### src/hdl/lsl_pkg.sv
// Shared widths, mode codes and reset values for the lockstep layer.
// Assumes one system clock and a synchronous hard reset input.
package lsl_pkg;

    localparam int ADDR_W = 32;
    localparam int ATTR_W = 12;
    localparam int DATA_W = 64;

    // Idle and asserted pin levels of active-low signals, and the output-enable off level.
    localparam logic PIN_IDLE   = 1'b1;
    localparam logic PIN_ACTIVE = 1'b0;
    localparam logic OE_OFF     = 1'b0;

    typedef enum logic [1:0] {
        LSL_NORMAL = 2'b00,
        LSL_CHECK  = 2'b01,
        LSL_HALTED = 2'b10
    } lsl_mode_t;

    localparam lsl_mode_t MODE_RESET = LSL_NORMAL;

endpackage

### src/hdl/lsl_top.sv
// Lockstep layer between a processor core and the shared processor bus.
// Assumes all bus pins and the hard reset are synchronous to i_clk.
`timescale 1ns/10ps
// Notes on behaviour
// - Checker forwards every bus input to core.
// - Compare outputs only while defined valid.
// - Checker keeps all bus drivers disabled.
// - Any difference outside hard reset raises miscompare indication.
// - Miscompare forces checker into checkstop.
// - Checkstop shown on halt state pin.
// - Not strapped: layer inactive, normal processor.
// - Core behaviour identical in both modes.
// - Checker affects system only by signalling.
// - Strap sampled on last hard reset clock.
// - Bus request, transfer start compared every clock.
// - Busy, retry, parity, disable never compared.
// - Nothing masks checkstop except hard or async reset.
module lsl_top #(
    parameter int ADDR_W = lsl_pkg::ADDR_W,
    parameter int ATTR_W = lsl_pkg::ATTR_W,
    parameter int DATA_W = lsl_pkg::DATA_W
) (
    input  wire logic              i_clk,                    // System clock
    input  wire logic              i_rst_n,                  // Async reset
    input  wire logic              i_hard_reset_n,           // Hard reset
    input  wire logic              i_write_without_ownership_strap_n, // Strap
    input  wire logic              i_bus_request_n,          // Bus pin in
    input  wire logic              i_transfer_start_n,       // Bus pin in
    input  wire logic [ADDR_W-1:0] i_addr,                   // Bus pin in
    input  wire logic [ATTR_W-1:0] i_attr,                   // Bus pin in
    input  wire logic [DATA_W-1:0] i_data,                   // Bus pin in
    input  wire logic              i_core_bus_request_n,     // Core output
    input  wire logic              i_core_transfer_start_n,  // Core output
    input  wire logic [ADDR_W-1:0] i_core_addr,              // Core output
    input  wire logic [ATTR_W-1:0] i_core_attr,              // Core output
    input  wire logic [DATA_W-1:0] i_core_data,              // Core output
    input  wire logic              i_core_req_oe,            // Core drives
    input  wire logic              i_core_start_oe,          // Core drives
    input  wire logic              i_core_addr_oe,           // Core drives
    input  wire logic              i_core_data_oe,           // Core drives
    input  wire logic              i_core_halt,              // Core checkstop
    output logic                   o_core_bus_request_n,     // To core
    output logic                   o_core_transfer_start_n,  // To core
    output logic [ADDR_W-1:0]      o_core_addr,              // To core
    output logic [ATTR_W-1:0]      o_core_attr,              // To core
    output logic [DATA_W-1:0]      o_core_data,              // To core
    output logic                   o_core_force_halt,        // Force stop
    output logic                   o_bus_request_n,          // Pin drive
    output logic                   o_bus_request_oe,         // Pin enable
    output logic                   o_transfer_start_n,       // Pin drive
    output logic                   o_transfer_start_oe,      // Pin enable
    output logic [ADDR_W-1:0]      o_addr,                   // Pin drive
    output logic [ATTR_W-1:0]      o_attr,                   // Pin drive
    output logic                   o_addr_oe,                // Pin enable
    output logic [DATA_W-1:0]      o_data,                   // Pin drive
    output logic                   o_data_oe,                // Pin enable
    output logic                   o_halt_state_out_n,       // Checkstop pin
    output logic                   o_miscompare,             // One-cycle
    output logic                   o_checker_mode            // Mode level
);

    initial
    begin
        if (ADDR_W < 1 || ATTR_W < 1 || DATA_W < 1)
        begin
            $error("lsl_top: bus widths must be at least one");
        end
    end

    typedef struct packed {
        lsl_pkg::lsl_mode_t mode;
        logic               chk;
        logic               force_halt;
        logic               miscmp;
        logic               halt_n;
        logic               fwd_req;
        logic               fwd_start;
        logic [ADDR_W-1:0]  fwd_addr;
        logic [ATTR_W-1:0]  fwd_attr;
        logic [DATA_W-1:0]  fwd_data;
        logic               drv_req;
        logic               drv_start;
        logic [ADDR_W-1:0]  drv_addr;
        logic [ATTR_W-1:0]  drv_attr;
        logic [DATA_W-1:0]  drv_data;
        logic               oe_req;
        logic               oe_start;
        logic               oe_addr;
        logic               oe_data;
    } lsl_state_t;

    localparam int NGRP = 5;

    lsl_state_t           st_reg;
    lsl_state_t           st_next;
    logic [NGRP-1:0]      grp_differ;
    logic [NGRP-1:0]      grp_valid;
    logic                 differ;
    logic                 in_check;
    lsl_pkg::lsl_mode_t   mode_next;

    assign in_check = (st_reg.mode == lsl_pkg::LSL_CHECK);

    assign grp_valid[0] = in_check;
    assign grp_valid[1] = in_check;
    assign grp_valid[2] = in_check
                          && (st_reg.fwd_start == lsl_pkg::PIN_ACTIVE);
    assign grp_valid[3] = grp_valid[2];
    assign grp_valid[4] = in_check && i_core_data_oe;

    lsl_cmp #(.W(1)) u_cmp_req (
        .i_core   (i_core_bus_request_n),
        .i_bus    (st_reg.fwd_req),
        .i_valid  (grp_valid[0]),
        .o_differ (grp_differ[0])
    );
    lsl_cmp #(.W(1)) u_cmp_start (
        .i_core   (i_core_transfer_start_n),
        .i_bus    (st_reg.fwd_start),
        .i_valid  (grp_valid[1]),
        .o_differ (grp_differ[1])
    );
    lsl_cmp #(.W(ADDR_W)) u_cmp_addr (
        .i_core   (i_core_addr),
        .i_bus    (st_reg.fwd_addr),
        .i_valid  (grp_valid[2]),
        .o_differ (grp_differ[2])
    );
    lsl_cmp #(.W(ATTR_W)) u_cmp_attr (
        .i_core   (i_core_attr),
        .i_bus    (st_reg.fwd_attr),
        .i_valid  (grp_valid[3]),
        .o_differ (grp_differ[3])
    );
    lsl_cmp #(.W(DATA_W)) u_cmp_data (
        .i_core   (i_core_data),
        .i_bus    (st_reg.fwd_data),
        .i_valid  (grp_valid[4]),
        .o_differ (grp_differ[4])
    );

    assign differ = |grp_differ;

    always_comb
    begin
        mode_next = st_reg.mode;
        if (!i_hard_reset_n)
        begin
            if (i_write_without_ownership_strap_n == lsl_pkg::PIN_ACTIVE)
            begin
                mode_next = lsl_pkg::LSL_CHECK;
            end
            else
            begin
                mode_next = lsl_pkg::LSL_NORMAL;
            end
        end
        else
        begin
            unique case (st_reg.mode)
                lsl_pkg::LSL_NORMAL: mode_next = lsl_pkg::LSL_NORMAL;
                lsl_pkg::LSL_CHECK:
                begin
                    if (differ)
                    begin
                        mode_next = lsl_pkg::LSL_HALTED;
                    end
                end
                lsl_pkg::LSL_HALTED: mode_next = lsl_pkg::LSL_HALTED;
                default: mode_next = lsl_pkg::LSL_HALTED;
            endcase
        end
        st_next = st_reg;
        st_next.mode = mode_next;
        st_next.chk = (mode_next != lsl_pkg::LSL_NORMAL);
        st_next.force_halt = (mode_next == lsl_pkg::LSL_HALTED);
        st_next.miscmp = i_hard_reset_n && differ;
        st_next.halt_n = !(i_core_halt
                           || (mode_next == lsl_pkg::LSL_HALTED));
        st_next.fwd_req = i_bus_request_n;
        st_next.fwd_start = i_transfer_start_n;
        st_next.fwd_addr = i_addr;
        st_next.fwd_attr = i_attr;
        st_next.fwd_data = i_data;
        st_next.drv_req = i_core_bus_request_n;
        st_next.drv_start = i_core_transfer_start_n;
        st_next.drv_addr = i_core_addr;
        st_next.drv_attr = i_core_attr;
        st_next.drv_data = i_core_data;
        st_next.oe_req = i_core_req_oe;
        st_next.oe_start = i_core_start_oe;
        st_next.oe_addr = i_core_addr_oe;
        st_next.oe_data = i_core_data_oe;
        if (mode_next != lsl_pkg::LSL_NORMAL)
        begin
            st_next.oe_req = lsl_pkg::OE_OFF;
            st_next.oe_start = lsl_pkg::OE_OFF;
            st_next.oe_addr = lsl_pkg::OE_OFF;
            st_next.oe_data = lsl_pkg::OE_OFF;
        end
    end

    always_ff @(posedge i_clk or negedge i_rst_n)
    begin
        if (!i_rst_n)
        begin
            st_reg <= '0;
            st_reg.mode <= lsl_pkg::MODE_RESET;
            st_reg.halt_n <= lsl_pkg::PIN_IDLE;
            st_reg.fwd_req <= lsl_pkg::PIN_IDLE;
            st_reg.fwd_start <= lsl_pkg::PIN_IDLE;
            st_reg.drv_req <= lsl_pkg::PIN_IDLE;
            st_reg.drv_start <= lsl_pkg::PIN_IDLE;
        end
        else
        begin
            st_reg <= st_next;
        end
    end

    assign o_core_bus_request_n    = st_reg.fwd_req;
    assign o_core_transfer_start_n = st_reg.fwd_start;
    assign o_core_addr             = st_reg.fwd_addr;
    assign o_core_attr             = st_reg.fwd_attr;
    assign o_core_data             = st_reg.fwd_data;
    assign o_core_force_halt       = st_reg.force_halt;
    assign o_bus_request_n         = st_reg.drv_req;
    assign o_bus_request_oe        = st_reg.oe_req;
    assign o_transfer_start_n      = st_reg.drv_start;
    assign o_transfer_start_oe     = st_reg.oe_start;
    assign o_addr                  = st_reg.drv_addr;
    assign o_attr                  = st_reg.drv_attr;
    assign o_addr_oe               = st_reg.oe_addr;
    assign o_data                  = st_reg.drv_data;
    assign o_data_oe               = st_reg.oe_data;
    assign o_halt_state_out_n      = st_reg.halt_n;
    assign o_miscompare            = st_reg.miscmp;
    assign o_checker_mode          = st_reg.chk;
endmodule

### src/hdl/lsl_cmp.sv
// Masked comparator for one group of bussed outputs.
// Assumes both operands are already aligned to the same clock edge.
`timescale 1ns/10ps
module lsl_cmp #(
    parameter int W = 8
) (
    input  wire logic [W-1:0] i_core,   // Value from the local core
    input  wire logic [W-1:0] i_bus,    // Value seen on the shared bus
    input  wire logic         i_valid,  // Group is defined valid now
    output logic              o_differ  // Valid and not equal
);

    initial
    begin
        if (W < 1)
        begin
            $error("lsl_cmp: width must be at least one");
        end
    end

    assign o_differ = i_valid && (i_core != i_bus);

endmodule

### config.mk
export PLATFORM = sky130hd
export DESIGN_NAME = lsl_top
export DESIGN_NICKNAME = d
export VERILOG_FILES = /design/src/hdl/lsl_pkg.sv /design/src/hdl/lsl_top.sv /design/src/hdl/lsl_cmp.sv
export SDC_FILE = /design/constraint.sdc
export NUM_CORES = 1
export LEC_CHECK = 0
export BUFFER_PORTS_ARGS = -buffer_cell sky130_fd_sc_hd__buf_2
export CAP_MARGIN = 25
export CORE_AREA = 2 2 179 181
export CTS_CLUSTER_SIZE = 10
export DETAILED_ROUTE_END_ITERATION = 10
export DIE_AREA = 0 0 181 183
export MAX_ROUTING_LAYER = met4
export PLACE_DENSITY = 0.61
export SETUP_SLACK_MARGIN = 0.3
export SYNTH_ARGS = -nofsm -noshare
export SYNTH_HDL_FRONTEND = slang
export SYNTH_SLANG_ARGS = --single-unit
### constraint.sdc
create_clock -name i_clk -period 1.8 [get_ports i_clk]
set_clock_uncertainty 0.1 [all_clocks]
set_input_delay 0.18 -clock i_clk [delete_from_list [all_inputs] [get_ports i_clk]]
set_output_delay 0.18 -clock i_clk [all_outputs]
set_load 0.01 [all_outputs]
---- After elaboration in Yosys (flattened, before gate mapping) ----
Index checks and enable logic that the tools add are counted.
word-level totals
  output and inout port bits .............. 228
  memories kept ........................... 0
  logic and storage cells ................. 45
  input port bits ......................... 229
  flip-flop bits (word level) ............. 230
  memory bits (writable) .................. 0
  ROM bits ................................ 0
  bits in latches ......................... 0
operators by class
  reduce and logical (&&, ||, !) cells .... 13
  shifts and indexed selects .............. 0
  equality and inequality tests ........... 7
  multipliers ............................. 0
  magnitude comparators ................... 0
  $add $sub $neg .......................... 0
  bitwise logic cells ..................... 1
  muxes and demuxes ....................... 5
  divide/modulo/power cells ............... 0
operators by type and width
  operator                                       number
  inequality test 64 bit                         1
  inequality test 32 bit                         1
  inequality test 12 bit                         1
  logical AND 1 bit                              8
  OR reduction 5 bit                             1
  two-way mux 2 bit                              2
  two-way mux 4 bit                              1
  one-hot mux 2 bit (2 select lines)             1
  == test 2 x 1 -> 1 bit, second input constant  1
  == test 2 bit, second input constant           1
  logical NOT 2 bit                              1
  inequality test 1 bit                          2
  nonzero test 2 bit                             1
  logical NOT 1 bit                              1
  logical OR 1 bit                               1
  two-way mux 1 bit                              1
  NOT 1 bit                                      1

---- Longest topological paths before layout ----
  depth after elaboration ................. 10
  depth in mapped cells ................... 6
  gate-level depth less buffers ........... 6

---- By module ----
A second synthesis with hierarchy kept.
second synthesis, totals
  cells, all modules ...................... 618
  area total of the unflattened synthesis .. 8,748.4 um^2
by module, submodules not included
  module                    seq. area each (um^2)  cells each  times used  area each (um^2)
  lsl_top                   5,761.8                469         1           7,537.2
  lsl_cmp at u_cmp_data     0.0                    86          1           698.2
  lsl_cmp at u_cmp_addr     0.0                    43          1           350.3
  lsl_cmp at u_cmp_attr     0.0                    16          1           132.6
  lsl_cmp at u_cmp_req ...  0.0                    2           2           15.0

---- Worst setup path before layout ----
OpenSTA, ideal clock, no wires.
  path kind ............................... reg2reg
  start point ............................. reg st_reg, in the netlist o_core_transfer_start_n
  end point ............................... reg st_reg, in the netlist o_miscompare
  stages on the path, launching flop included .. 7
  library setup time ...................... 0.119 ns
  data arrival time ....................... 1.698 ns
  slack ................................... -0.117 ns
  clock period less this slack ............ 1.917 ns
  cell sequence ........................... dfstp_2 > xnor2_1 > nand2_1 > or4_4 > nor3_4 > a21oi_1 > o21a_1
RTL lines
  what                    RTL line        text
  start, declared         lsl_top.sv:94   lsl_state_t st_reg;
  start signal, assigned  lsl_top.sv:217  st_reg <= st_next;

==> flow_metrics.env <==
export IMPL_dieArea_mm2=0.0331
export IMPL_cts_buffers=27
export IMPL_nNetsFinal=1390
export IMPL_synth_nets=843
export IMPL_r2r_cells=8
export IMPL_grt_pass1_wl_um=38500
export IMPL_cp_data_required_time_ps=2110
export IMPL_criticalPathCategory="reg -> reg"
export IMPL_power_density_mw_per_mm2=885
export IMPL_place_hpwl_um=18300
export IMPL_place_gp_congestion=0.803
export IMPL_p_total_mw=12.1
export IMPL_grt_overflow_total=0
export IMPL_fp_coreArea_mm2=0.0312
export IMPL_hp_class="in -> async"
export IMPL_avgRoutedWirePerCell_um=16.5
export IMPL_yosysWarnings=0
export IMPL_syn_avg_cell_area_um2=14.2
export IMPL_htree_levels=1
export IMPL_grt_pass1_vias=7081
export IMPL_endpoint_kind="flip-flop"
export IMPL_final_cells=1574
export IMPL_syn_inst=614
export IMPL_diodes=0
export IMPL_firstDrtPassIters=4
export IMPL_r2r_start="o_core_data[15]"
export IMPL_violations="setup timing"
export IMPL_worst_pin_slew_ps=538
export IMPL_vias_per_cell=3.92
export IMPL_drv_cap=0
export IMPL_fin_area_mm2=0.0136
export IMPL_grt_use_total_pct=15.4
export IMPL_die_w_um=181
export IMPL_synth_seq_cells=230
export IMPL_post_cts_setup_buffers=0
export IMPL_fmax_mhz=492
export IMPL_start_util_pct=28.0
export IMPL_critical_path_max_fanout=4
export IMPL_ys_seq_area_share_pct=66.0
export IMPL_antenna_left=0
export IMPL_leakagePower_nw=6.56
export IMPL_worst_setup_path_start_kind="flip-flop"
export IMPL_vdd_drop_max_mv=0.620
export IMPL_min_period_ps=2030
export IMPL_grt_setup_unrepaired="yes"
export IMPL_post_dp_cell_area_mm2=0.0103
export IMPL_place_inst=1306
export IMPL_final_util_pct=43.6
export IMPL_antenna_found_initial=0
export IMPL_fp_dieH_um=183
export IMPL_synth_area_mm2=0.00873
export IMPL_ys_types=25
export IMPL_route_detailed_drc=0
export IMPL_drt_initial_drc_count=150
export IMPL_rows=65
export IMPL_hold_violations=0
export IMPL_clkLatencyLatePin_ps=520
export IMPL_relSlewSlack_pct=63.8
export IMPL_setup_violations=5
export IMPL_syn2layout_area_growth_pct=56.1
export IMPL_r2r_slack_ps=-230
export IMPL_grt_max_degree=49
export IMPL_cts_sinks=230
export IMPL_clk_pin_slew_worst_paths_ps=60
export IMPL_cts_root_buf="clkbuf_16"
export IMPL_fin_crit_sh_pct=113
export IMPL_worstPathArrival_ps=2340
export IMPL_clock_tree_buffer_depth=3
export IMPL_drive_gt1_share_pct=47.5
export IMPL_slew_viol_final=0
export IMPL_vias=6176
export IMPL_io_pins=457
export IMPL_finalWorstSetupSlack_ps=-233
export IMPL_place_ws_ps=-237
export IMPL_cts_tree="built"
export IMPL_r2r_end="o_core_force_halt"
export IMPL_routed_wl_um=25900
export IMPL_fin_tns_setup_ps=-977
export IMPL_portBuffers=456
export IMPL_holdWs_ps=58.8
export IMPL_status="complete, but fails checks"
==> cells in the final DEF, fill, tap and decap left out, drive strengths merged <==
cell type	instances
buf	506
dlygate4sd3	228
dfrtp	225
xnor2	66
xor2	44
clkbuf	39
nand4	18
nor4	13
dfstp	5
nor3	5
nor2b	4
o21a	3
inv	2
nand3	2
a21oi	2
a211oi	2
nand2	1
or4	1
nor2	1
o21ai	1
a31o	1
o22ai	1
o21bai	1
clkinv	1
==> critical path, cell delays in order, from the launching register on <==
cell and delay, ps:
dfrtp_1 390, xor2_1 180, nor4_2 330, buf_4 160, nand4_1 160, nor3_2 160, buf_4 160, a21oi_4 70
o21a_1 210
==> routing by layer <==
layer	global-route usage (%)	up-vias	part of all wire, %
li1	-	2838	-
met2	28.4	293	53
met4	4.46	0	3.0
met3	3.79	41	7.2
met1	16.5	3004	37
met5	-	-	0
==> cell families after synthesis <==
logic type | synth area share (%)
AOI/OAI and AO/OA | 0.917
and+or+nand+nor | 3.38
xor gates and xnor gates | 11.0
DFF | 66.0
buffers and inverters | 18.7
==> cell usage after synthesis <==
cell	count	area share, %
o21a_1	3	0.26
dfrtp_1	225	64
nand4_2	1	0.14
a21oi_1	2	0.11
nor3_4	1	0.19
o21ai_0	1	0.057
dfstp_2	5	1.5
a211oi_1	1	0.086
nor3_1	3	0.17
o22ai_1	1	0.072
buf_4	216	19
o21bai_1	1	0.086
nor2b_1	4	0.29
a211oi_2	1	0.14
nand3_1	2	0.11
nand2_1	1	0.043
xnor2_1	66	6.6
or4_4	1	0.13
nor3_2	1	0.11
nand4_1	17	1.2
nor4_1	13	0.93
xor2_1	44	4.4
a31o_1	1	0.10
inv_1	2	0.086
nor2_1	1	0.043
==> worst max path at each step <==
stage	from	to	slack [ps]	cells after the start
2_1_floorplan	o_core_transfer_start_n	o_core_force_halt	-20	6
3_3_place_gp	o_core_data[32]	o_core_force_halt	-240	7
3_5_place_dp	o_core_data[36]	o_miscompare	-240	7
4_1_cts	o_core_transfer_start_n	o_miscompare	-190	6
5_1_grt	o_core_data[0]	o_halt_state_out_n	-280	7
6_report	o_core_data[15]	o_core_force_halt	-230	8
==> where the power goes <==
group          internal (mW)  switching [mW]
combinational          0.963           0.754
clock                   2.79            1.96
sequential              5.45           0.138
==> area by class of cell <==
cell class	count	area, um2
Fill cell	2851	17600
Clock inverter	1	5.00
Inverter	2	7.51
Sequential cell	230	5760
Clock buffer	39	741
Multi-Input combinational cell	166	1420
Tap cell	402	503
Timing Repair Buffer	734	5190
==> what timing repair did <==
item                                   4_1_cts  5_1_grt
setup endpoints to repair                   16       26
endpoints found under the hold margin      460        1
gates cloned                                 0        0
hold buffers                               227        1
pin swaps                                    7        6
resized for setup                           24       44
Note: power is estimated with default switching activity, not from simulation.
